[src/sensor_cmd_pkg.sv]
package sensor_cmd_pkg;

  // command words
  localparam logic [15:0] CMD_GET_SERIAL   = 16'hD033;
  localparam logic [15:0] CMD_GET_VERSION  = 16'hD100;
  localparam logic [15:0] CMD_READ_STATUS  = 16'hD206;
  localparam logic [15:0] CMD_CLEAR_STATUS = 16'hD210;
  localparam logic [15:0] CMD_DEVICE_RESET = 16'hD304;

  // checksum
  localparam logic [7:0] CRC_POLY = 8'h31;
  localparam logic [7:0] CRC_INIT = 8'hFF;

  // response layout
  localparam int          SERIAL_CHARS   = 32;
  localparam int          SERIAL_BITS    = SERIAL_CHARS * 8;
  localparam int          SERIAL_WORDS   = SERIAL_CHARS / 2;
  localparam int          GRP_W          = 5;
  localparam logic [GRP_W-1:0] SERIAL_GROUPS  = 5'h10;
  localparam logic [GRP_W-1:0] VERSION_GROUPS = 5'h04;
  localparam logic [GRP_W-1:0] STATUS_GROUPS  = 5'h02;
  localparam logic [1:0]  POS_MSB        = 2'h0;
  localparam logic [1:0]  POS_LSB        = 2'h1;
  localparam logic [1:0]  POS_CRC        = 2'h2;
  localparam logic [7:0]  IDLE_BYTE      = 8'hFF;
  localparam logic [7:0]  PAD_BYTE       = 8'h00;

  // version defaults (arbitrary values)
  localparam logic [7:0] FW_MAJOR_DEF = 8'h01;
  localparam logic [7:0] FW_MINOR_DEF = 8'h00;
  localparam logic [7:0] HW_MAJOR_DEF = 8'h01;
  localparam logic [7:0] HW_MINOR_DEF = 8'h00;
  localparam logic [7:0] PR_MAJOR_DEF = 8'h01;
  localparam logic [7:0] PR_MINOR_DEF = 8'h00;

  // status word
  localparam int          STATUS_W        = 32;
  localparam logic [31:0] ERROR_FLAG_MASK = 32'hFFFF_0000;

  // timing
  localparam int CLK_HZ        = 25_000_000;
  localparam int READ_DELAY_MS = 20;
  localparam int RESET_TIME_MS = 1200;
  localparam int READ_DELAY_CYC = READ_DELAY_MS * (CLK_HZ / 1000);
  localparam int RESET_CYC      = RESET_TIME_MS * (CLK_HZ / 1000);
  localparam int CNT_W          = 32;

  typedef enum logic [1:0] {
    RESP_NONE,
    RESP_SERIAL,
    RESP_VERSION,
    RESP_STATUS
  } resp_e;

endpackage : sensor_cmd_pkg

[src/crc8_pair.sv]
`timescale 1ns/10ps
`default_nettype none
module crc8_pair
  import sensor_cmd_pkg::*;
(
  input  wire logic [15:0] i_word,
  output logic      [7:0]  o_crc
);
  always_comb begin
    logic [7:0] c;
    logic       fb;
    c  = CRC_INIT;
    fb = 1'b0;
    // msb first, one bit per step, equals the byte-wise form
    for (int b = 15; b >= 0; b--) begin
      fb = c[7] ^ i_word[b];
      c  = {c[6:0], 1'b0} ^ (fb ? CRC_POLY : 8'h00);
    end
    o_crc = c;
  end
endmodule : crc8_pair
`default_nettype wire

[src/status_word_keeper.sv]
`timescale 1ns/10ps
`default_nettype none
module status_word_keeper
  import sensor_cmd_pkg::*;
(
  input  wire logic                i_core_clk,
  input  wire logic                i_sys_rst,
  input  wire logic [STATUS_W-1:0] i_cond,
  input  wire logic                i_clear,
  output logic      [STATUS_W-1:0] o_flags
);
  logic [STATUS_W-1:0] flags_r;

  for (genvar i = 0; i < STATUS_W; i++) begin : g_flag
    logic flag_nxt;
    // a condition in the clearing cycle still sets the flag
    assign flag_nxt = ERROR_FLAG_MASK[i] ?
                      (i_cond[i] | (flags_r[i] & ~i_clear)) :
                      i_cond[i];
    always_ff @(posedge i_core_clk) begin
      if (i_sys_rst) begin
        flags_r[i] <= 1'b0;
      end else begin
        flags_r[i] <= flag_nxt;
      end
    end
  end

  assign o_flags = flags_r;
endmodule : status_word_keeper
`default_nettype wire

[src/sensor_info_status_commands.sv]
// Behaviour
// - serial command: serial string readable once read delay elapsed
// - serial: 32 null-terminated chars, pairs plus checksum, 48 bytes max
// - version command returns up to 12 bytes of revisions
// - version order fw, hw, protocol, padding; checksum after each pair
// - version carries a boolean firmware debug flag
// - status is a 32-bit word, one bit per flag
// - simultaneous conditions report all their bits combined
// - error flags stay set after the cause goes away
// - error flags clear only by read-and-clear or reset command
// - other flags follow their condition directly
// - read status: msb first, two words with checksums, no change
// - read-and-clear returns value before clearing, then clears the error flags
// - reset command reinitializes; host waits 1200 ms afterwards
// - checksum is crc8 poly 0x31 init 0xFF over two bytes
`timescale 1ns/10ps
`default_nettype none
module sensor_info_status_commands
  import sensor_cmd_pkg::*;
#(
  parameter int unsigned                         P_READ_DELAY_CYC = sensor_cmd_pkg::READ_DELAY_CYC,
  parameter int unsigned                         P_RESET_CYC      = sensor_cmd_pkg::RESET_CYC,
  parameter logic [sensor_cmd_pkg::SERIAL_BITS-1:0] P_SERIAL      = '0,
  parameter logic                                P_FW_DEBUG       = 1'b0,
  parameter logic [7:0]                          P_FW_MAJOR       = sensor_cmd_pkg::FW_MAJOR_DEF,
  parameter logic [7:0]                          P_FW_MINOR       = sensor_cmd_pkg::FW_MINOR_DEF,
  parameter logic [7:0]                          P_HW_MAJOR       = sensor_cmd_pkg::HW_MAJOR_DEF,
  parameter logic [7:0]                          P_HW_MINOR       = sensor_cmd_pkg::HW_MINOR_DEF,
  parameter logic [7:0]                          P_PR_MAJOR       = sensor_cmd_pkg::PR_MAJOR_DEF,
  parameter logic [7:0]                          P_PR_MINOR       = sensor_cmd_pkg::PR_MINOR_DEF
) (
  input  wire logic                                i_core_clk,
  input  wire logic                                i_sys_rst,
  input  wire logic                                i_cmd_valid,
  input  wire logic [15:0]                         i_cmd_word,
  input  wire logic                                i_rd_req,
  input  wire logic                                i_rd_stop,
  input  wire logic [sensor_cmd_pkg::STATUS_W-1:0] i_status_cond,
  output logic      [7:0]                          o_rd_data,
  output logic                                     o_rd_valid,
  output logic                                     o_rd_nack,
  output logic                                     o_data_ready,
  output logic                                     o_busy,
  output logic                                     o_soft_rst,
  output logic      [sensor_cmd_pkg::STATUS_W-1:0] o_status_flags
);
  import sensor_cmd_pkg::*;

  // state
  resp_e               resp_r;
  resp_e               resp_nxt;
  logic [STATUS_W-1:0] snap_r;
  logic [CNT_W-1:0]    delay_cnt_r;
  logic                ready_r;
  logic [CNT_W-1:0]    busy_cnt_r;
  logic                busy_r;
  logic                soft_rst_r;
  logic [GRP_W-1:0]    grp_r;
  logic [1:0]          pos_r;
  logic [7:0]          rd_data_r;
  logic                rd_valid_r;
  logic                rd_nack_r;

  // decode
  logic                cmd_take;
  logic                is_serial;
  logic                is_version;
  logic                is_read_st;
  logic                is_clear_st;
  logic                is_reset;
  logic                is_read_cmd;
  logic                status_clear;
  logic [STATUS_W-1:0] flags;

  assign cmd_take     = i_cmd_valid & ~busy_r;
  assign is_serial    = cmd_take & (i_cmd_word == CMD_GET_SERIAL);
  assign is_version   = cmd_take & (i_cmd_word == CMD_GET_VERSION);
  assign is_read_st   = cmd_take & (i_cmd_word == CMD_READ_STATUS);
  assign is_clear_st  = cmd_take & (i_cmd_word == CMD_CLEAR_STATUS);
  assign is_reset     = cmd_take & (i_cmd_word == CMD_DEVICE_RESET);
  assign is_read_cmd  = is_serial | is_version | is_read_st | is_clear_st;
  // clear follows the snapshot taken in the same cycle
  assign status_clear = is_clear_st | is_reset;

  // other command words belong to other blocks and leave our state alone
  always_comb begin
    resp_nxt = resp_r;
    if (is_reset) begin
      resp_nxt = RESP_NONE;
    end else if (is_serial) begin
      resp_nxt = RESP_SERIAL;
    end else if (is_version) begin
      resp_nxt = RESP_VERSION;
    end else if (is_read_st | is_clear_st) begin
      resp_nxt = RESP_STATUS;
    end
  end

  status_word_keeper u_status (
    .i_core_clk (i_core_clk),
    .i_sys_rst  (i_sys_rst),
    .i_cond     (i_status_cond),
    .i_clear    (status_clear),
    .o_flags    (flags)
  );

  // response words
  logic [15:0] serial_words [SERIAL_WORDS];
  for (genvar w = 0; w < SERIAL_WORDS; w++) begin : g_serial
    assign serial_words[w] = P_SERIAL[SERIAL_BITS-1-16*w -: 16];
  end

  logic [15:0] version_words [4];
  assign version_words[0] = {P_FW_MAJOR, P_FW_MINOR};
  assign version_words[1] = {7'h00, P_FW_DEBUG, P_HW_MAJOR};
  assign version_words[2] = {P_HW_MINOR, P_PR_MAJOR};
  assign version_words[3] = {P_PR_MINOR, PAD_BYTE};

  logic [GRP_W-1:0] grp_limit;
  logic [15:0]      cur_word;
  logic [7:0]       cur_crc;
  logic             in_range;
  logic [7:0]       cur_byte;

  // index and halves of the word in flight; status goes high half first
  logic [3:0]       serial_idx;
  logic [1:0]       version_idx;
  logic [15:0]      status_hi;
  logic [15:0]      status_lo;
  assign serial_idx  = grp_r[3:0];
  assign version_idx = grp_r[1:0];
  assign status_hi   = snap_r[STATUS_W-1 -: 16];
  assign status_lo   = snap_r[STATUS_W/2-1:0];

  always_comb begin
    grp_limit = '0;
    cur_word  = 16'h0000;
    case (resp_r)
      RESP_SERIAL: begin
        grp_limit = SERIAL_GROUPS;
        cur_word  = serial_words[serial_idx];
      end
      RESP_VERSION: begin
        grp_limit = VERSION_GROUPS;
        cur_word  = version_words[version_idx];
      end
      RESP_STATUS: begin
        grp_limit = STATUS_GROUPS;
        cur_word  = grp_r[0] ? status_lo : status_hi;
      end
      default: begin
        grp_limit = '0;
        cur_word  = 16'h0000;
      end
    endcase
  end

  crc8_pair u_crc (
    .i_word (cur_word),
    .o_crc  (cur_crc)
  );

  assign in_range = (grp_r < grp_limit);
  assign cur_byte = (pos_r == POS_MSB) ? cur_word[15:8] :
                    (pos_r == POS_LSB) ? cur_word[7:0]  :
                    cur_crc;

  // next-state decode; the flops below only load these values
  logic [STATUS_W-1:0] snap_nxt;
  logic                delay_restart;
  logic                delay_run;
  logic                delay_end;
  logic [CNT_W-1:0]    delay_cnt_nxt;
  logic                ready_nxt;
  logic                busy_end;
  logic [CNT_W-1:0]    busy_cnt_nxt;
  logic                busy_nxt;
  logic                soft_rst_nxt;
  logic                rd_good;
  logic                walk_clear;
  logic                walk_step;
  logic [GRP_W-1:0]    grp_nxt;
  logic [1:0]          pos_nxt;
  logic                rd_valid_nxt;
  logic                rd_nack_nxt;
  logic [7:0]          rd_data_nxt;

  // snapshot holds the value before a read-and-clear of the same cycle; a reset command zeroes it
  assign snap_nxt = (is_read_st | is_clear_st) ? flags :
                    is_reset                   ? '0    :
                    snap_r;

  // a new read command restarts the delay, a reset command drops it
  assign delay_restart = is_read_cmd | is_reset;
  assign delay_run     = ~ready_r & (resp_r != RESP_NONE);
  assign delay_end     = (delay_cnt_r == CNT_W'(P_READ_DELAY_CYC - 1));
  assign delay_cnt_nxt = delay_restart ? '0                 :
                         delay_run     ? delay_cnt_r + 1'b1 :
                         delay_cnt_r;
  assign ready_nxt     = delay_restart ? 1'b0      :
                         delay_run     ? delay_end :
                         ready_r;

  // commands stay locked out for the whole reset span
  assign busy_end     = (busy_cnt_r == CNT_W'(P_RESET_CYC - 1));
  assign busy_cnt_nxt = is_reset ? '0                :
                        busy_r   ? busy_cnt_r + 1'b1 :
                        busy_cnt_r;
  assign busy_nxt     = is_reset | (busy_r & ~busy_end);
  assign soft_rst_nxt = is_reset;

  // a read in a command's take cycle would see the old response
  assign rd_good    = i_rd_req & ready_r & in_range & ~delay_restart;
  // a stop rewinds the walk so the next read starts over
  assign walk_clear = delay_restart | i_rd_stop;
  assign walk_step  = rd_good & (pos_r == POS_CRC);
  assign pos_nxt    = (walk_clear | walk_step) ? POS_MSB      :
                      rd_good                  ? pos_r + 1'b1 :
                      pos_r;
  assign grp_nxt    = walk_clear ? '0           :
                      walk_step  ? grp_r + 1'b1 :
                      grp_r;

  // every request is answered; refused ones carry the idle byte
  assign rd_valid_nxt = i_rd_req;
  assign rd_nack_nxt  = i_rd_req & ~rd_good;
  assign rd_data_nxt  = rd_good ? cur_byte : IDLE_BYTE;

  always_ff @(posedge i_core_clk) begin
    if (i_sys_rst) begin
      snap_r <= '0;
    end else begin
      snap_r <= snap_nxt;
    end
  end

  always_ff @(posedge i_core_clk) begin
    if (i_sys_rst) begin
      resp_r <= RESP_NONE;
    end else begin
      resp_r <= resp_nxt;
    end
  end

  always_ff @(posedge i_core_clk) begin
    if (i_sys_rst) begin
      delay_cnt_r <= '0;
      ready_r     <= 1'b0;
    end else begin
      delay_cnt_r <= delay_cnt_nxt;
      ready_r     <= ready_nxt;
    end
  end

  always_ff @(posedge i_core_clk) begin
    if (i_sys_rst) begin
      busy_r     <= 1'b0;
      busy_cnt_r <= '0;
      soft_rst_r <= 1'b0;
    end else begin
      busy_r     <= busy_nxt;
      busy_cnt_r <= busy_cnt_nxt;
      soft_rst_r <= soft_rst_nxt;
    end
  end

  always_ff @(posedge i_core_clk) begin
    if (i_sys_rst) begin
      grp_r <= '0;
      pos_r <= POS_MSB;
    end else begin
      grp_r <= grp_nxt;
      pos_r <= pos_nxt;
    end
  end

  always_ff @(posedge i_core_clk) begin
    if (i_sys_rst) begin
      rd_data_r  <= IDLE_BYTE;
      rd_valid_r <= 1'b0;
      rd_nack_r  <= 1'b0;
    end else begin
      rd_data_r  <= rd_data_nxt;
      rd_valid_r <= rd_valid_nxt;
      rd_nack_r  <= rd_nack_nxt;
    end
  end

  // flags pass through a keeper flop already, outputs stay registered
  assign o_rd_data      = rd_data_r;
  assign o_rd_valid     = rd_valid_r;
  assign o_rd_nack      = rd_nack_r;
  assign o_data_ready   = ready_r;
  assign o_busy         = busy_r;
  assign o_soft_rst     = soft_rst_r;
  assign o_status_flags = flags;

endmodule : sensor_info_status_commands
`default_nettype wire

[config.mk]
export PLATFORM = sky130hd
export DESIGN_NAME = sensor_info_status_commands
export DESIGN_NICKNAME = d
export VERILOG_FILES = /design/src/sensor_cmd_pkg.sv /design/src/crc8_pair.sv /design/src/status_word_keeper.sv /design/src/sensor_info_status_commands.sv
export SDC_FILE = /design/constraint.sdc
export NUM_CORES = 1
export LEC_CHECK = 0
export BUFFER_PORTS_ARGS = -buffer_cell sky130_fd_sc_hd__buf_2
export CAP_MARGIN = 0
export CORE_MARGIN = 2
export CORE_UTILIZATION = 47
export CTS_CLUSTER_SIZE = 20
export DETAILED_ROUTE_END_ITERATION = 8
export PLACE_DENSITY = 0.77
export REMOVE_ABC_BUFFERS = 1
export SETUP_SLACK_MARGIN = 0.02
export SYNTH_ARGS = -nofsm -noshare
export SYNTH_HDL_FRONTEND = slang
export SYNTH_SLANG_ARGS = --single-unit
[constraint.sdc]
create_clock -name i_core_clk -period 2.8 [get_ports i_core_clk]
set_clock_uncertainty 0.15 [all_clocks]
set_input_delay 0.28 -clock i_core_clk [delete_from_list [all_inputs] [get_ports i_core_clk]]
set_output_delay 0.28 -clock i_core_clk [all_outputs]
set_load 0.01 [all_outputs]
Yosys cells after proc, flatten, opt, wreduce, memory -nomap -nowiden
Memories as Yosys holds them, arrays and structs flattened. Index checks and enable logic that the tools add are counted.

Bitwise operators: 93. Add/subtract/negate cells: 4. Reduce and logical (&&, ||, !) cells: 11. Muxes and demuxes: 31. Eq/ne operators: 12. Shifts and indexed selects: 0. Order comparisons: 3. Multipliers: 0. Divide/modulo/power cells: 0.

Operators by type and width (number): bitwise XOR 8 bit (15); two-way mux 6 bit (16); equality test 16 bit, second input constant (5); two-way mux 16 bit (5); adder 32 x 1 -> 32 bit, second input constant (2); two-way mux 32 bit (2); case mux 16 bit (3 select lines) (1); binary-select mux 16 bit (select 2 bit) (1); equality test 32 x 19 -> 1 bit, second input constant (1); equality test 32 x 25 -> 1 bit, second input constant (1); AND 1 bit (29); bitwise OR 1 bit (25); two-way mux 8 bit (2); case mux 5 bit (3 select lines) (1); bitwise XOR 1 bit (15); OR reduction 2 bit (5); NOT 7 bit (1); equality test 2 bit, second input constant (3); NOT 1 bit (6); nonzero test 2 bit (3); adder 5 x 1 -> 5 bit, second input constant (1); >= comparator 5 bit, second input constant (1); less-than comparator 5 bit (1); NOT 4 -> 5 bit (1); 9 further kinds (11).

Bits in registers: 150. Memory bits (writable): 0. Output and inout port bits: 45. Latch bits: 0. Word-level logic and storage cells: 200. Input port bits: 53. Memories kept: 1. Memory bits (read-only): 256.

Memories: (name not given) (words 16, bits a word 16, rd ports 1, clocked after memory_dff 0, write ports 0, RTL line sensor_info_status_commands.sv:141) `cur_word = serial_words[serial_idx];`.

Logic depth before layout (Yosys ltp)
Gate-level depths: netlist of the first run.

Depth after elaboration: 54. Depth in mapped cells: 12. Depth with buffers taken out: 10.

Modules after synthesis
From an unflattened synthesis of the first run, not the netlist that was laid out.

Cell total of the unflattened synthesis: 783. Area, all modules: 7176.9 sq um.

Modules (own cells, without submodules): sensor_info_status_commands (seq. area each 2362.3 sq um, cells each 652, area each 5746.8 sq um, times used 1); status_word_keeper (seq. area each 640.6 sq um, cells each 100, area each 1018.5 sq um, times used 1); crc8_pair (seq. area each 0.0 sq um, cells each 31, area each 411.6 sq um, times used 1).

Worst setup path after synthesis of the first run
OpenSTA, ideal clock, no wires.

Kind: flip-flop to flip-flop. Start point: register grp_r[0]. End point: register rd_data_r[7] (netlist: o_rd_data[7]). Data required time: 2.501 ns. Cell stages (with the launch flop): 12. Setup time: 0.149 ns. Period minus slack after synthesis: 2.888 ns. Path slack: -0.088 ns. Arrival: 2.588 ns. Path buffers: 2. Cells stage by stage: dfxtp_1 -> buf_6 -> buf_4 -> inv_1 -> ha_1 -> o21ai_0 -> a21oi_1 -> xnor3_1 -> xnor3_1 -> xor3_1 -> nor4_1 -> a21oi_1.

Cells in the longest elaborated chain, start to end: 32. Elaborated cells between the ends (all ways): 58. Those cells by class: order compare (1); mux (22); bitwise (33); reduce/logical (1); memory (1).

RTL lines: from (decl) (RTL line sensor_info_status_commands.sv:58) `logic [GRP_W-1:0] grp_r;`; from (signal assigned) (RTL line sensor_info_status_commands.sv:272) `grp_r <= grp_nxt;`; NOT 4 -> 5 bit (implied by the code) or NOT 2 -> 3 bit (tied branches) (RTL line sensor_info_status_commands.sv:141, sensor_info_status_commands.sv:145); memory read (16 x 16 bit) or binary-select mux 16 bit (select 2 bit) (tied branches); two-way mux 16 bit, on equally long branches (2 in a row) (RTL line sensor_info_status_commands.sv:141, sensor_info_status_commands.sv:145); case mux 16 bit (3 select lines) (RTL line sensor_info_status_commands.sv:138) `case (resp_r)`; bitwise XOR 1 bit or two-way mux 6 bit (tied branches) (RTL line crc8_pair.sv:16, crc8_pair.sv:17); two-way mux 6 bit or NOT 7 bit (tied branches); bitwise XOR 8 bit (2 in a row) (RTL line crc8_pair.sv:17) `c = {c[6:0], 1'b0} ^ (fb ? CRC_POLY : 8'h00);`; bitwise XOR 8 bit or bitwise XOR 1 bit (tied branches) (RTL line crc8_pair.sv:17, crc8_pair.sv:16); [11 not listed]; two-way mux 6 bit or bitwise XOR 8 bit (tied branches) (RTL line crc8_pair.sv:17); bitwise XOR 8 bit (2 in a row) (RTL line crc8_pair.sv:17); bitwise XOR 8 bit or bitwise XOR 1 bit (tied branches) (RTL line crc8_pair.sv:17, crc8_pair.sv:16); bitwise XOR 1 bit or two-way mux 6 bit (tied branches) (RTL line crc8_pair.sv:16, crc8_pair.sv:17); two-way mux 6 bit or bitwise XOR 8 bit (tied branches) (RTL line crc8_pair.sv:17); bitwise XOR 8 bit (3 in a row) (RTL line crc8_pair.sv:17); two-way mux 8 bit (RTL line sensor_info_status_commands.sv:165) `(pos_r == POS_LSB) ? cur_word[7:0] :`; two-way mux 8 bit (RTL line sensor_info_status_commands.sv:164) `assign cur_byte = (pos_r == POS_MSB) ? cur_word[15:8] :`; to (signal assigned) (RTL line sensor_info_status_commands.sv:283) `rd_data_r <= rd_data_nxt;`; to (decl) (RTL line sensor_info_status_commands.sv:60) `logic [7:0] rd_data_r;`.

Parallel ways exist; a longest one is shown, timed or not. The select of a mux whose other input is x is not followed. A chain may end at the register's enable or synchronous reset.

Worst setup path in the final report of the first run
Start point: register grp_r[0]. End point: register rd_data_r[5] (netlist: o_rd_data[5]).

Cells in the longest elaborated chain, start to end: 34. Elaborated cells between the ends (all ways): 62. Those cells by class: order compare (1); mux (24); bitwise (35); reduce/logical (1); memory (1).

RTL lines: NOT 4 -> 5 bit (implied by the code) or NOT 2 -> 3 bit (tied branches) (RTL line sensor_info_status_commands.sv:141, sensor_info_status_commands.sv:145); memory read (16 x 16 bit) or binary-select mux 16 bit (select 2 bit) (tied branches); two-way mux 16 bit, on equally long branches (2 in a row) (RTL line sensor_info_status_commands.sv:141, sensor_info_status_commands.sv:145); case mux 16 bit (3 select lines) (RTL line sensor_info_status_commands.sv:138); two-way mux 6 bit (RTL line crc8_pair.sv:17); NOT 7 bit (no source line); bitwise XOR 8 bit (2 in a row) (RTL line crc8_pair.sv:17); bitwise XOR 1 bit (RTL line crc8_pair.sv:16) `fb = c[7] ^ i_word[b];`; [14 not listed]; bitwise XOR 1 bit (RTL line crc8_pair.sv:16); two-way mux 6 bit (RTL line crc8_pair.sv:17); bitwise XOR 8 bit (3 in a row) (RTL line crc8_pair.sv:17); bitwise XOR 1 bit (RTL line crc8_pair.sv:16); two-way mux 6 bit (RTL line crc8_pair.sv:17); bitwise XOR 8 bit (RTL line crc8_pair.sv:17); two-way mux 8 bit (RTL line sensor_info_status_commands.sv:165); two-way mux 8 bit (RTL line sensor_info_status_commands.sv:164).

Parallel ways exist; a longest one is shown, timed or not. The select of a mux whose other input is x is not followed.

==> results.md, run 1 <==
- Core Region: 13900 µm²
- Met2 WL: about 7500 µm
- CP max stage delay: 440 ps
- Final Cycle Share: 0.983
- Starting DRT DRC Count: ~380
- Vias: between 5000 and 6000
- First-pass GRT wire length: 25400 µm
- Pin count of the biggest net entering global routing: 68
- Placed Instances: approximately 1000
- Number of clock buffers inserted by TritonCTS: 17
- Switching power: 1.10 mW
- WL met3: about 850 µm
- Wl on met1: ~6900 µm
- H-tree levels: 4
- Row cnt: 43
- Initial Util: 0.485
- Setup WS post-layout: around 47 ps
- Distinct cell type count after synthesis: between 50 and 60
- Worst path slowest cell: xnor3_1
- Rel. slew slack: 0.461
- EDFF count, synth: 0
- Final nets: ~960
- Arrival time worst endpoint: about 2900 ps
- Crit path time final: about 2800 ps
- Part of the power in the clock network: 0.495
- Fmax: around 360 MHz
- Proportion of layout cells with a drive suffix above 1: 0.202
- Max Cap Viol: 0
- Sink Count: 150
- CTS tree: built
- Area Growth Syn to Fin: 26.9%
- CP endpoint kind: register
- Die Span Y: 124 µm
- Initial antenna violation count: 0
- IO Pins: 98
- Internal: ~3.6 mW
- Post-route ant nets: 0
- Port bufs: between 90 and 100
- Critical Path RT: approximately 3000 ps
- Setup crit start kind: register
- Non-filler instance count after layout: 1095
- Outcome: completed
- Max-slew violations: 0
- Clk pin slew, worst setup/hold paths: 70 ps
- DR vias/cell: approximately 5.3
- CP Class: reg2reg
- # DRC: 0
- Reg power frac: 0.463
- Die Area: about 15000 µm²
- P_leak: ~3.2 nW
- Final Hold Viols: 0
- RSZ-0062 raised after global routing: yes
- Die Width: ~120 µm
- Pre-antenna DRT Iters: 6
- Vias in the first global route: between 5000 and 6000
- Worst slew pin tran: around 800 ps
- Gpl congestion: 0.905
- Hold Slack: about 68 ps
- Worst Hold Class: in2reg
- Post-DR wirelength/cell: around 14 µm
- Clock Tree Root: clkbuf_16
- Worst path cell trace: buf_6 -> mux2i_2 -> nor2_4 -> xnor3_1 -> buf_4 -> xnor2_1 -> nand2_1 -> nor4b_1 -> a2111o_1 -> a21oi_2
- Worst Path Max Fanout: 7
- Longest Clk Path Bufs: 2
- Yosys Warn Count: 0
- Dpl hpwl: ~10000 µm
- GRT Overall Usage: 0.212
- Power share of the combinational group: 0.042
- Top Metal Used: met4
- Ant. Diodes: 0
- Yosys reg bits: 150
- Final setup fails: 0
- Seq/Total Area, Yosys: 0.445
- Gr ovfl total: 0
- PwrDens: 551 nW/µm²
- Peak supply drop: 0.446 mV
- Mapped Avg Cell Area: slightly below 9 µm²
- Clk_lat worst skew: roughly 430 ps
- Most used flip-flop cell after synthesis: dfxtp_1
- Syn Std Cell Area: between 6000 and 7000 µm²
- Post-Syn Instances: 760
- Worst slack, placed: -57.5 ps
- Sw frac: 0.233
- Drt total wl: around 16000 µm
- Async set-or-reset flop fraction in the synthesized netlist: 0
## cell type report
cell class              instances  area, µm²
repair buffers                155       1050
clock buffers                  18        429
inverters                      17       63.8
clock inverters                14        175
fillers                      1129       5360
well taps                     180        225
multi-input cells             561       3610
flip-flops and latches        150       3010
## final timing paths
kind | from | to | slack (ps) | cells after the start
max | grp_r[0] | o_rd_data[5] | 50 | 10
min | i_rd_req | o_rd_valid | 70 | 3
max reg2reg | grp_r[0] | o_rd_data[5] | 50 | 10
min reg2reg | pos_r[1] | pos_r[1] | 330 | 2
## routing by layer
| layer | global-route usage | vias to the layer above |
|---|---|---|
| met5 | 0 | - |
| met2 | 0.341 | 146 |
| met3 | 0.0527 | 32 |
| met1 | 0.271 | 2718 |
| li1 | - | 2920 |
| met4 | 0.0888 | 0 |
## state kept, by name, indices dropped and copies added, names as in the netlist
signal	count
busy_cnt_r	32
delay_cnt_r	32
snap_r	32
u_status.o_flags	32
o_rd_data	8
grp_r	5
pos_r	2
resp_r	2
o_busy	1
o_data_ready	1
o_rd_nack	1
o_rd_valid	1
o_soft_rst	1
## logic make-up (layout without fill, tap and decap cells)
family / Yosys count / count (layout) / share of synthesized area
buffers and inverters: 49 / 204 / 0.0302
DFF: 150 / 150 / 0.445
AOI/OAI and AO/OA: 106 / 106 / 0.0975
muxes: 20 / 20 / 0.0296
and+or+nand+nor: 338 / 338 / 0.246
adders and majority gates: 9 / 9 / 0.0167
xor gates and xnor gates: 88 / 88 / 0.135
## power groups by stage
stage / combinational (mW) / clock, mW / sequential [mW]
global route: 0.219 / 2.47 / 2.19
finish: 0.198 / 2.34 / 2.18
global placement: 0.159 / 0 / 2.23
detailed placement: 0.161 / 0 / 2.23
floorplan: 0.0440 / 0 / 2.24
CTS: 0.195 / 2.37 / 2.18
## per-stage QoR
step	TNS (ps)	total power, mW	cell area [µm²]	utilization
after floorplan	-1130	2.29	6610	-
after global placement	0	2.39	7560	0.542
after detailed placement	-57.5	2.39	7560	0.542
after CTS	0	4.75	8490	0.609
after global routing	-26.4	4.87	8570	0.615
final	0	4.72	8570	0.615
## synth_stat cells (2+ instances only)
master | n | area share
xor3_1 | 2 | 0.0070
o21ai_1 | 2 | 0.0015
nand3_1 | 24 | 0.018
xor2_1 | 46 | 0.060
or2_2 | 2 | 0.0019
o22ai_1 | 3 | 0.0028
nor2_2 | 2 | 0.0019
clkbuf_1 | 27 | 0.015
mux2i_1 | 20 | 0.030
nand3b_1 | 2 | 0.0022
inv_1 | 17 | 0.0094
nand2b_1 | 5 | 0.0046
nor4b_1 | 6 | 0.0078
a21oi_1 | 38 | 0.028
nor2b_1 | 21 | 0.019
or3_1 | 12 | 0.011
nor2_1 | 152 | 0.084
ha_1 | 9 | 0.017
nand4_1 | 23 | 0.021
xnor2_1 | 32 | 0.042
nor2_4 | 3 | 0.0050
and3_1 | 9 | 0.0083
o21ai_0 | 20 | 0.015
a22oi_1 | 32 | 0.036
and2_1 | 2 | 0.0019
or4_1 | 2 | 0.0022
xnor3_1 | 5 | 0.017
nor3b_1 | 3 | 0.0033
nor4_1 | 13 | 0.012
a211oi_1 | 3 | 0.0033
nor3_1 | 9 | 0.0067
buf_6 | 2 | 0.0033
dfxtp_1 | 150 | 0.44
nand4b_1 | 2 | 0.0026
nand2_1 | 39 | 0.022
## cells in the final DEF (no fill, tap or decap), types with 4 or more instances in the layout
cell           Yosys  layout
buf_12             0       4
nand2_1           39      39
and3_1             9       9
nor2_4             3       4
ha_1               9       9
inv_8              0       4
nand3_1           24      24
xnor2_1           32      31
buf_4              1      21
nor3_1             9       9
nand2b_1           5       5
xnor3_1            5       4
buf_2              1      97
inv_6              0       6
dlygate4sd3_1      0      32
nor2_1           152     147
inv_1             17      17
a22oi_1           32      32
nor2b_1           21      21
xor2_1            46      46
a21oi_1           38      38
or3_1             12      12
dfxtp_1          150     147
mux2i_1           20      17
nor2_2             2       6
nor4_1            13      11
o21ai_0           20      19
clkbuf_16          0      17
nand4_1           23      23
nor4b_1            6       6
## worst max-delay path: cells and delay by family (launching register included)
family          cells  cell delay, ps
simple gates        3             620
mux                 1             160
xor+xnor            2             820
flops               1             370
compound gates      2             190
buf+inv             2             300
## timing repair
item                                    in CTS  in global routing
endpoints found under the setup margin       4                 11
pin swaps                                    0                  3
gates resized for setup                      3                 18
hold endpoints to repair                    32                  0
setup buffers                                0                  2
hold buffers                                32                  0
(Power assumes the default switching activity.)
==> inputs of run 2 (changes only) <==
Settings changed: ABC_AREA from default to 1, CORE_UTILIZATION 47 to 45, PLACE_DENSITY 0.77 to 0.74.
==> results.md, run 2 <==
- Outcome: completed (unchanged)
- Yosys reg bits: 150 (unchanged)
- First-pass GRT wire length: 31600 µm (was 25400 µm)
- Met1 Track Usage GR: 0.284 (was 0.271)
- Clock Tree Root: clkbuf_16 (unchanged)
- DR vias/cell: 5.00 (was 5.31)
- Die Span Y: 133 µm (was 124 µm)
- Dpl hpwl: 13000 µm (was 10400 µm)
- Most frequent cells in the layout: nand2_1, inv_1, dfxtp_1, nor2_1, buf_2 (was nor2_1, dfxtp_1, buf_2, xor2_1, nand2_1)
- Arrival time worst endpoint: 2640 ps (was 2900 ps)
- CP endpoint kind: register (unchanged)
- R2R cell count: 18 (was 10)
- Most common cell after layout, fill and taps aside: nand2_1
- Worst Hold Class: in2reg (unchanged)
- Area leader, netlist: dfxtp_1 (unchanged)
- Die Area: 17800 µm² (was 15300 µm²)
- Buffer count from post-CTS setup fixing: 0 (unchanged)
- Number of clock buffers inserted by TritonCTS: 17 (unchanged)
- Reg2reg setup slack: 320 ps (was 50 ps)
- Sink Count: 150 (unchanged)
- Internal: 3.47 mW (was 3.62 mW)
- Worst Path Max Fanout: 19 (was 7)
- Post-synth top area share: 0.399 (was 0.445)
- Hold_sp: i_sys_rst (was i_rd_req)
- Async set-or-reset flop fraction in the synthesized netlist: 0 (unchanged)
- H-tree levels: 4 (unchanged)
- Post-route ant nets: 0 (unchanged)
- Hold path endpoint: u_status.o_flags[0] (was o_rd_valid)
- Max Cap Viol: 0 (unchanged)
- Final Cycle Share: 0.886 (was 0.983)
- FF-to-FF Start: grp_r[0] (unchanged)
- Fill cells: 1579 (was 1129)
- Switching power: 1.15 mW (was 1.10 mW)
- Vias in the first global route: 6920 (was 5414)
- Distinct cell type count after synthesis: 42 (was 56)
- Gr ovfl total: 0 (unchanged)
- P_leak: 3.82 nW (was 3.23 nW)
- Most used flip-flop cell after synthesis: dfxtp_1 (unchanged)
- Worst path cell trace: buf_6 -> nand2_1 -> nand2_1 -> nand2_1 -> nand2_1 -> nand2_1 -> nand2_1 -> nand2_2 -> nand2_1 -> nand2_1 -> inv_1 -> nand3_1 -> nand3_1 -> nand2_1 -> nand3_1 -> nand3_1 -> nand2_1 -> nand2_1 (was buf_6 -> mux2i_2 -> nor2_4 -> xnor3_1 -> buf_4 -> xnor2_1 -> nand2_1 -> nor4b_1 -> a2111o_1 -> a21oi_2)
- Synth area leaders: dfxtp_1, nand2_1, inv_1 (was dfxtp_1, nor2_1, xor2_1)
- Overall power: 4.62 mW (was 4.72 mW)
- Gpl congestion: 0.944 (was 0.905)
- Count leader, synth: nand2_1 (was nor2_1)
- IO Pins: 98 (unchanged)
- Ant. Diodes: 0 (unchanged)
- Drt total wl: 18600 µm (was 15700 µm)
- Hold Path Depth: 2 (was 3)
- Final nets: 1298 (was 964)
- Final Hold Viols: 0 (unchanged)
- Row cnt: 47 (was 43)
- Clk pin slew, worst setup/hold paths: 60 ps (was 70 ps)
- Worst slew pin tran: 935 ps (was 801 ps)
- Post-Syn Instances: 1108 (was 760)
- Starting DRT DRC Count: 599 (was 382)
- Top cells by count, synth: nand2_1, inv_1, dfxtp_1, nor2_1, a21oi_1 (was nor2_1, dfxtp_1, xor2_1, nand2_1, a21oi_1)
- GRT Overall Usage: 0.215 (was 0.212)
- Pin count of the biggest net entering global routing: 64 (was 68)
- PwrDens: 507 nW/µm² (was 551 nW/µm²)
- Final setup fails: 0 (unchanged)
- Crit path time final: 2480 ps (was 2750 ps)
- TNS Setup: 0 ps (unchanged)
- Longest Clk Path Bufs: 2 (unchanged)
- Core Region: 16500 µm² (was 13900 µm²)
- CP max stage delay: 380 ps (was 440 ps)
- CTS tree: built (unchanged)
- Area Growth Syn to Fin: 21.1% (was 26.9%)
- Initial antenna violation count: 0 (unchanged)
- GRT Max-Usage Layer: met2 (unchanged)
- Yosys Warn Count: 0 (unchanged)
- Reg power frac: 0.473 (was 0.463)
- GRT met3 Usage: 0.0537 (was 0.0527)
- Mapped Avg Cell Area: 6.79 µm² (was 8.89 µm²)
- Fmax: 403 MHz (was 363 MHz)
- Seq/Total Area, Yosys: 0.399 (was 0.445)
- RR Endpoint: o_rd_data[6] (was o_rd_data[5])
- RSZ-0062 raised after global routing: no (was yes)
- Power share of the combinational group: 0.048 (was 0.042)
- # DRC: 0 (unchanged)
- CP Class: reg2reg (unchanged)
- Sw frac: 0.249 (was 0.233)
- Peak supply drop: 0.399 mV (was 0.446 mV)
- Post-DR wirelength/cell: 12.7 µm (was 14.3 µm)
- Met2 Track Usage GR: 0.349 (was 0.341)
- Part of the power in the clock network: 0.479 (was 0.495)
- EDFF count, synth: 0 (unchanged)
- Vias: 7352 (was 5816)
- Worst path slowest cell: dfxtp_2 (was xnor3_1)
- Cell mode on critical path: nand2_1
- Critical Path RT: 2950 ps (about the same)
- Port bufs: 97 (unchanged)
- Rel. slew slack: 0.376 (was 0.461)
- Pre-antenna DRT Iters: 5 (was 6)
- Max-slew violations: 0 (unchanged)
- Proportion of layout cells with a drive suffix above 1: 0.147 (was 0.202)
- Syn Std Cell Area: 7520 µm² (was 6750 µm²)
- Clk_lat worst skew: 430 ps (about the same)
- Setup crit start kind: register (unchanged)
- Initial Util: 0.457 (was 0.485)
- Die Width: 133 µm (was 124 µm)
==> run 2: logic make-up after synthesis <==
group                      count (synthesis)  synth area share
AOI/OAI and AO/OA                        134            0.0947
xor gates and xnor gates                  36            0.0419
adders and majority gates                  9            0.0150
buffers and inverters                    190             0.100
DFF                                      150             0.399
muxes                                      1           0.00133
and+or+nand+nor                          588             0.348
==> run 2: layout make-up <==
cell class              instances  area, µm²  area share
inverters                     161        612      0.0672
repair buffers                138        880      0.0965
flip-flops and latches        150       3010       0.330
well taps                     220        275      0.0302
multi-input cells             768       3770       0.413
clock buffers                  18        439      0.0482
clock inverters                14        133      0.0146
==> run 2: how the worst max path moves through the flow <==
stage / startpoint / end / slack, ps / cells after the start
after global placement: resp_r[0] / o_rd_data[0] / 180 / 11
after detailed placement: resp_r[0] / o_rd_data[1] / 200 / 11
after floorplan: grp_r[0] / o_rd_data[5] / 330 / 21
after global routing: grp_r[0] / o_rd_data[6] / 30 / 20
after CTS: resp_r[0] / o_rd_data[1] / 200 / 11
final: grp_r[0] / o_rd_data[6] / 320 / 18
==> run 2: power groups by stage <==
stage | Combinational, mW | Clock [mW] | Sequential [mW]
after global routing | 0.244 | 2.34 | 2.19
after global placement | 0.178 | 0 | 2.23
after detailed placement | 0.179 | 0 | 2.23
after CTS | 0.215 | 2.24 | 2.18
final | 0.220 | 2.21 | 2.19
after floorplan | 0.0604 | 0 | 2.24
==> run 2: through the flow <==
step / hold WS [ps] / utilization / cell area (µm²) / instances / setup slack [ps]
finish: 44.3 / 0.553 / 9110 / 1469 / 319
global route: 37.2 / 0.553 / 9110 / 1469 / 28.9
CTS: 23.1 / 0.553 / 9100 / 1469 / 198
detailed placement: 302 / 0.498 / 8200 / 1404 / 197
global placement: 300 / 0.498 / 8200 / 1404 / 181
floorplan: 199 / - / 7380 / 1079 / 330
==> run 2: what timing repair did <==
item                                    in CTS  in global routing
endpoints found under the hold margin       33                  0
gates resized for setup                      0                  7
endpoints found under the setup margin       0                  5
hold buffers                                33                  0
==> run 2: per-layer routing <==
metal,share of wire,up-vias
met5,0,-
met4,0.017,0
met3,0.043,25
met2,0.48,161
met1,0.46,3354
li1,-,3812
==> run 2: critical path, delay by kind of cell (launching register included) <==
kind,cells,cell delay (ps)
and+or+nand+nor,16,1550
buffers and inverters,2,280
DFF,1,380
==> inputs of run 3 (changes only) <==
Settings changed: CORE_ASPECT_RATIO from default to 1.4, CTS_BUF_LIST from default to sky130_fd_sc_hd__clkbuf_2 sky130_fd_sc_hd__clkbuf_4 sky130_fd_sc_hd__clkbuf_8.
==> results.md, run 3 (synthesized netlist as in run 2, its figures left out) <==
- Outcome: finished, violations left (was completed)
- Failing checks: DRC
- Initial antenna violation count: 0 (unchanged)
- Overall power: 4.04 mW (was 4.62 mW)
- Most common cell after layout, fill and taps aside: nand2_1 (unchanged)
- Number of clock buffers inserted by TritonCTS: 17 (unchanged)
- Post-route ant nets: 0 (unchanged)
- CP endpoint kind: register (unchanged)
- Max Cap Viol: 0 (unchanged)
- Die Span Y: 157 µm (was 133 µm)
- Arrival time worst endpoint: 2660 ps (was 2640 ps)
- Fin util: 0.551 (was 0.553)
- Core Region: 16200 µm² (was 16500 µm²)
- Worst path cell trace: buf_4 -> nand2_1 -> nand2_1 -> nand2_1 -> nand2_1 -> nand2_2 -> nand2_2 -> nand2_2 -> nand2_2 -> nand2_1 -> nand2_1 -> nand2_1 -> nand2_1 -> nand2_1 -> o21ai_0 -> o211ai_1 (was buf_6 -> nand2_1 -> nand2_1 -> nand2_1 -> nand2_1 -> nand2_1 -> nand2_1 -> nand2_2 -> nand2_1 -> nand2_1 -> inv_1 -> nand3_1 -> nand3_1 -> nand2_1 -> nand3_1 -> nand3_1 -> nand2_1 -> nand2_1)
- Setup crit start kind: register (unchanged)
- GRT Overall Usage: 0.217 (was 0.215)
- Pre-antenna DRT Iters: 7 (was 5)
- Worst path slowest cell: dfxtp_1 (was dfxtp_2)
- TNS Setup: 0 ps (unchanged)
- Worst slew pin tran: 922 ps (was 935 ps)
- Placed Instances: 1383 (was 1404)
- Max-slew violations: 0 (unchanged)
- Row cnt: 55 (was 47)
- CP Buf/Inv Count: 1 (was 2)
- Gr ovfl total: 0 (unchanged)
- Fill cells: 1608 (was 1579)
- Final nets: 1302 (was 1298)
- Post-route cell area: 8940 µm² (was 9110 µm²)
- Die Width: 113 µm (was 133 µm)
- IO Pins: 98 (unchanged)
- Area Growth Syn to Fin: 18.9% (was 21.1%)
- CTS tree: built (unchanged)
- Cell mode on critical path: nand2_1 (unchanged)
- Clk pin slew, worst setup/hold paths: 80 ps (was 60 ps)
- Vias in the first global route: 6931 (was 6920)
- Critical Path RT: 2980 ps (was 2950 ps)
- DP Area: 8180 µm² (was 8200 µm²)
- PwrDens: 452 nW/µm² (was 507 nW/µm²)
- Pin count of the biggest net entering global routing: 63 (was 64)
- Top Family by Delay on Critical Path: simple AND/OR/NAND/NOR gates (unchanged)
- Fmax: 403 MHz (about the same)
- Gpl congestion: 0.920 (was 0.944)
- # DRC: 3 (was 0)
- Final Cycle Share: 0.887 (was 0.886)
- CP Class: reg2reg (unchanged)
- Crit path time final: 2480 ps (about the same)
- First-pass GRT wire length: 31400 µm (was 31600 µm)
- Most frequent cells in the layout: nand2_1, inv_1, dfxtp_1, nor2_1, buf_2 (unchanged)
- Final setup fails: 0 (unchanged)
- Post-DR wirelength/cell: 13.0 µm (was 12.7 µm)
- Rel. slew slack: 0.385 (was 0.376)
- H-tree levels: 4 (unchanged)
- DR vias/cell: 5.07 (was 5.00)
- Register area: 3000 µm² (was 3010 µm²)
- Longest Clk Path Bufs: 2 (unchanged)
- Initial Util: 0.463 (was 0.457)
- Non-filler instance count after layout: 1451 (was 1469)
- Starting DRT DRC Count: 501 (was 599)
- Multi-input gate area: 3760 µm² (was 3770 µm²)
- Clock Tree Root: clkbuf_8 (was clkbuf_16)
- Worst Hold Class: in2reg (unchanged)
- Ant. Diodes: 0 (unchanged)
- RSZ-0062 raised after global routing: no (unchanged)
- Die Area: 17800 µm² (about the same)
- Worst Path Max Fanout: 21 (was 19)
- Peak supply drop: 0.386 mV (was 0.399 mV)
- Sink Count: 150 (unchanged)
- Vias: 7356 (was 7352)
- Proportion of layout cells with a drive suffix above 1: 0.143 (was 0.147)
- P_leak: 3.75 nW (was 3.82 nW)
- Clk_lat worst skew: 450 ps (was 430 ps)
- Dpl hpwl: 13700 µm (was 13000 µm)
- Final Hold Viols: 0 (unchanged)
- Port bufs: 97 (unchanged)
- Drt total wl: 18900 µm (was 18600 µm)
- CP max stage delay: 350 ps (was 380 ps)
## run 3: cell count changes in the layout (fill, tap and decap cells not counted), sizes merged
cell / before / now
clkinvlp: 1 / 4
inv: 169 / 160
clkinv: 5 / 3
bufinv: 0 / 1
dlygate4sd3: 33 / 37
clkbuf: 18 / 24
## run 3: worst paths after layout
path,from,to,slack [ps],cells after the start
setup / recovery,grp_r[0],o_rd_data[3],320,16
setup reg to reg,grp_r[0],o_rd_data[3],320,16
hold reg to reg,snap_r[24],snap_r[24],310,2
hold / removal,i_cmd_word[0],resp_r[1],120,4
## run 3: stage by stage
stage	worst slack, ps	hold WS [ps]
finish	317	123
detailed placement	350	300
floorplan	330	199
CTS	344	97.0
global placement	383	296
global route	47.7	137
## run 3: metal layers
layer,track usage,share of wire,vias to the layer above
li1,-,-,3797
met1,0.258,0.43,3328
met2,0.384,0.51,186
met3,0.0447,0.041,45
met4,0.0836,0.026,0
met5,0,0,-
## run 3: timing repair
item | 4_1_cts | 5_1_grt
hold endpoints to repair | 34 | 0
resized for setup | 0 | 0
setup buffers | 0 | 0
hold buffers | 37 | 0
## run 3: cell type report
type,instances,share of cell area
Tap cell,199,0.0278
Multi-Input combinational cell,768,0.421
Clock inverter,7,0.00784
Inverter,161,0.0681
Sequential cell,150,0.336
Clock buffer,24,0.0355
Timing Repair Buffer,142,0.104
## run 3: tightest hold or removal path: cells and delay by family
kind            cells  cell delay [ps]
compound gates      1              110
buf+inv             1              120
simple gates        2              170
## run 3: report_power, final
group	switching, mW	total [mW]	internal (mW)
sequential	0.0226	2.18	2.16
clock	0.795	1.63	0.832
combinational	0.120	0.227	0.106
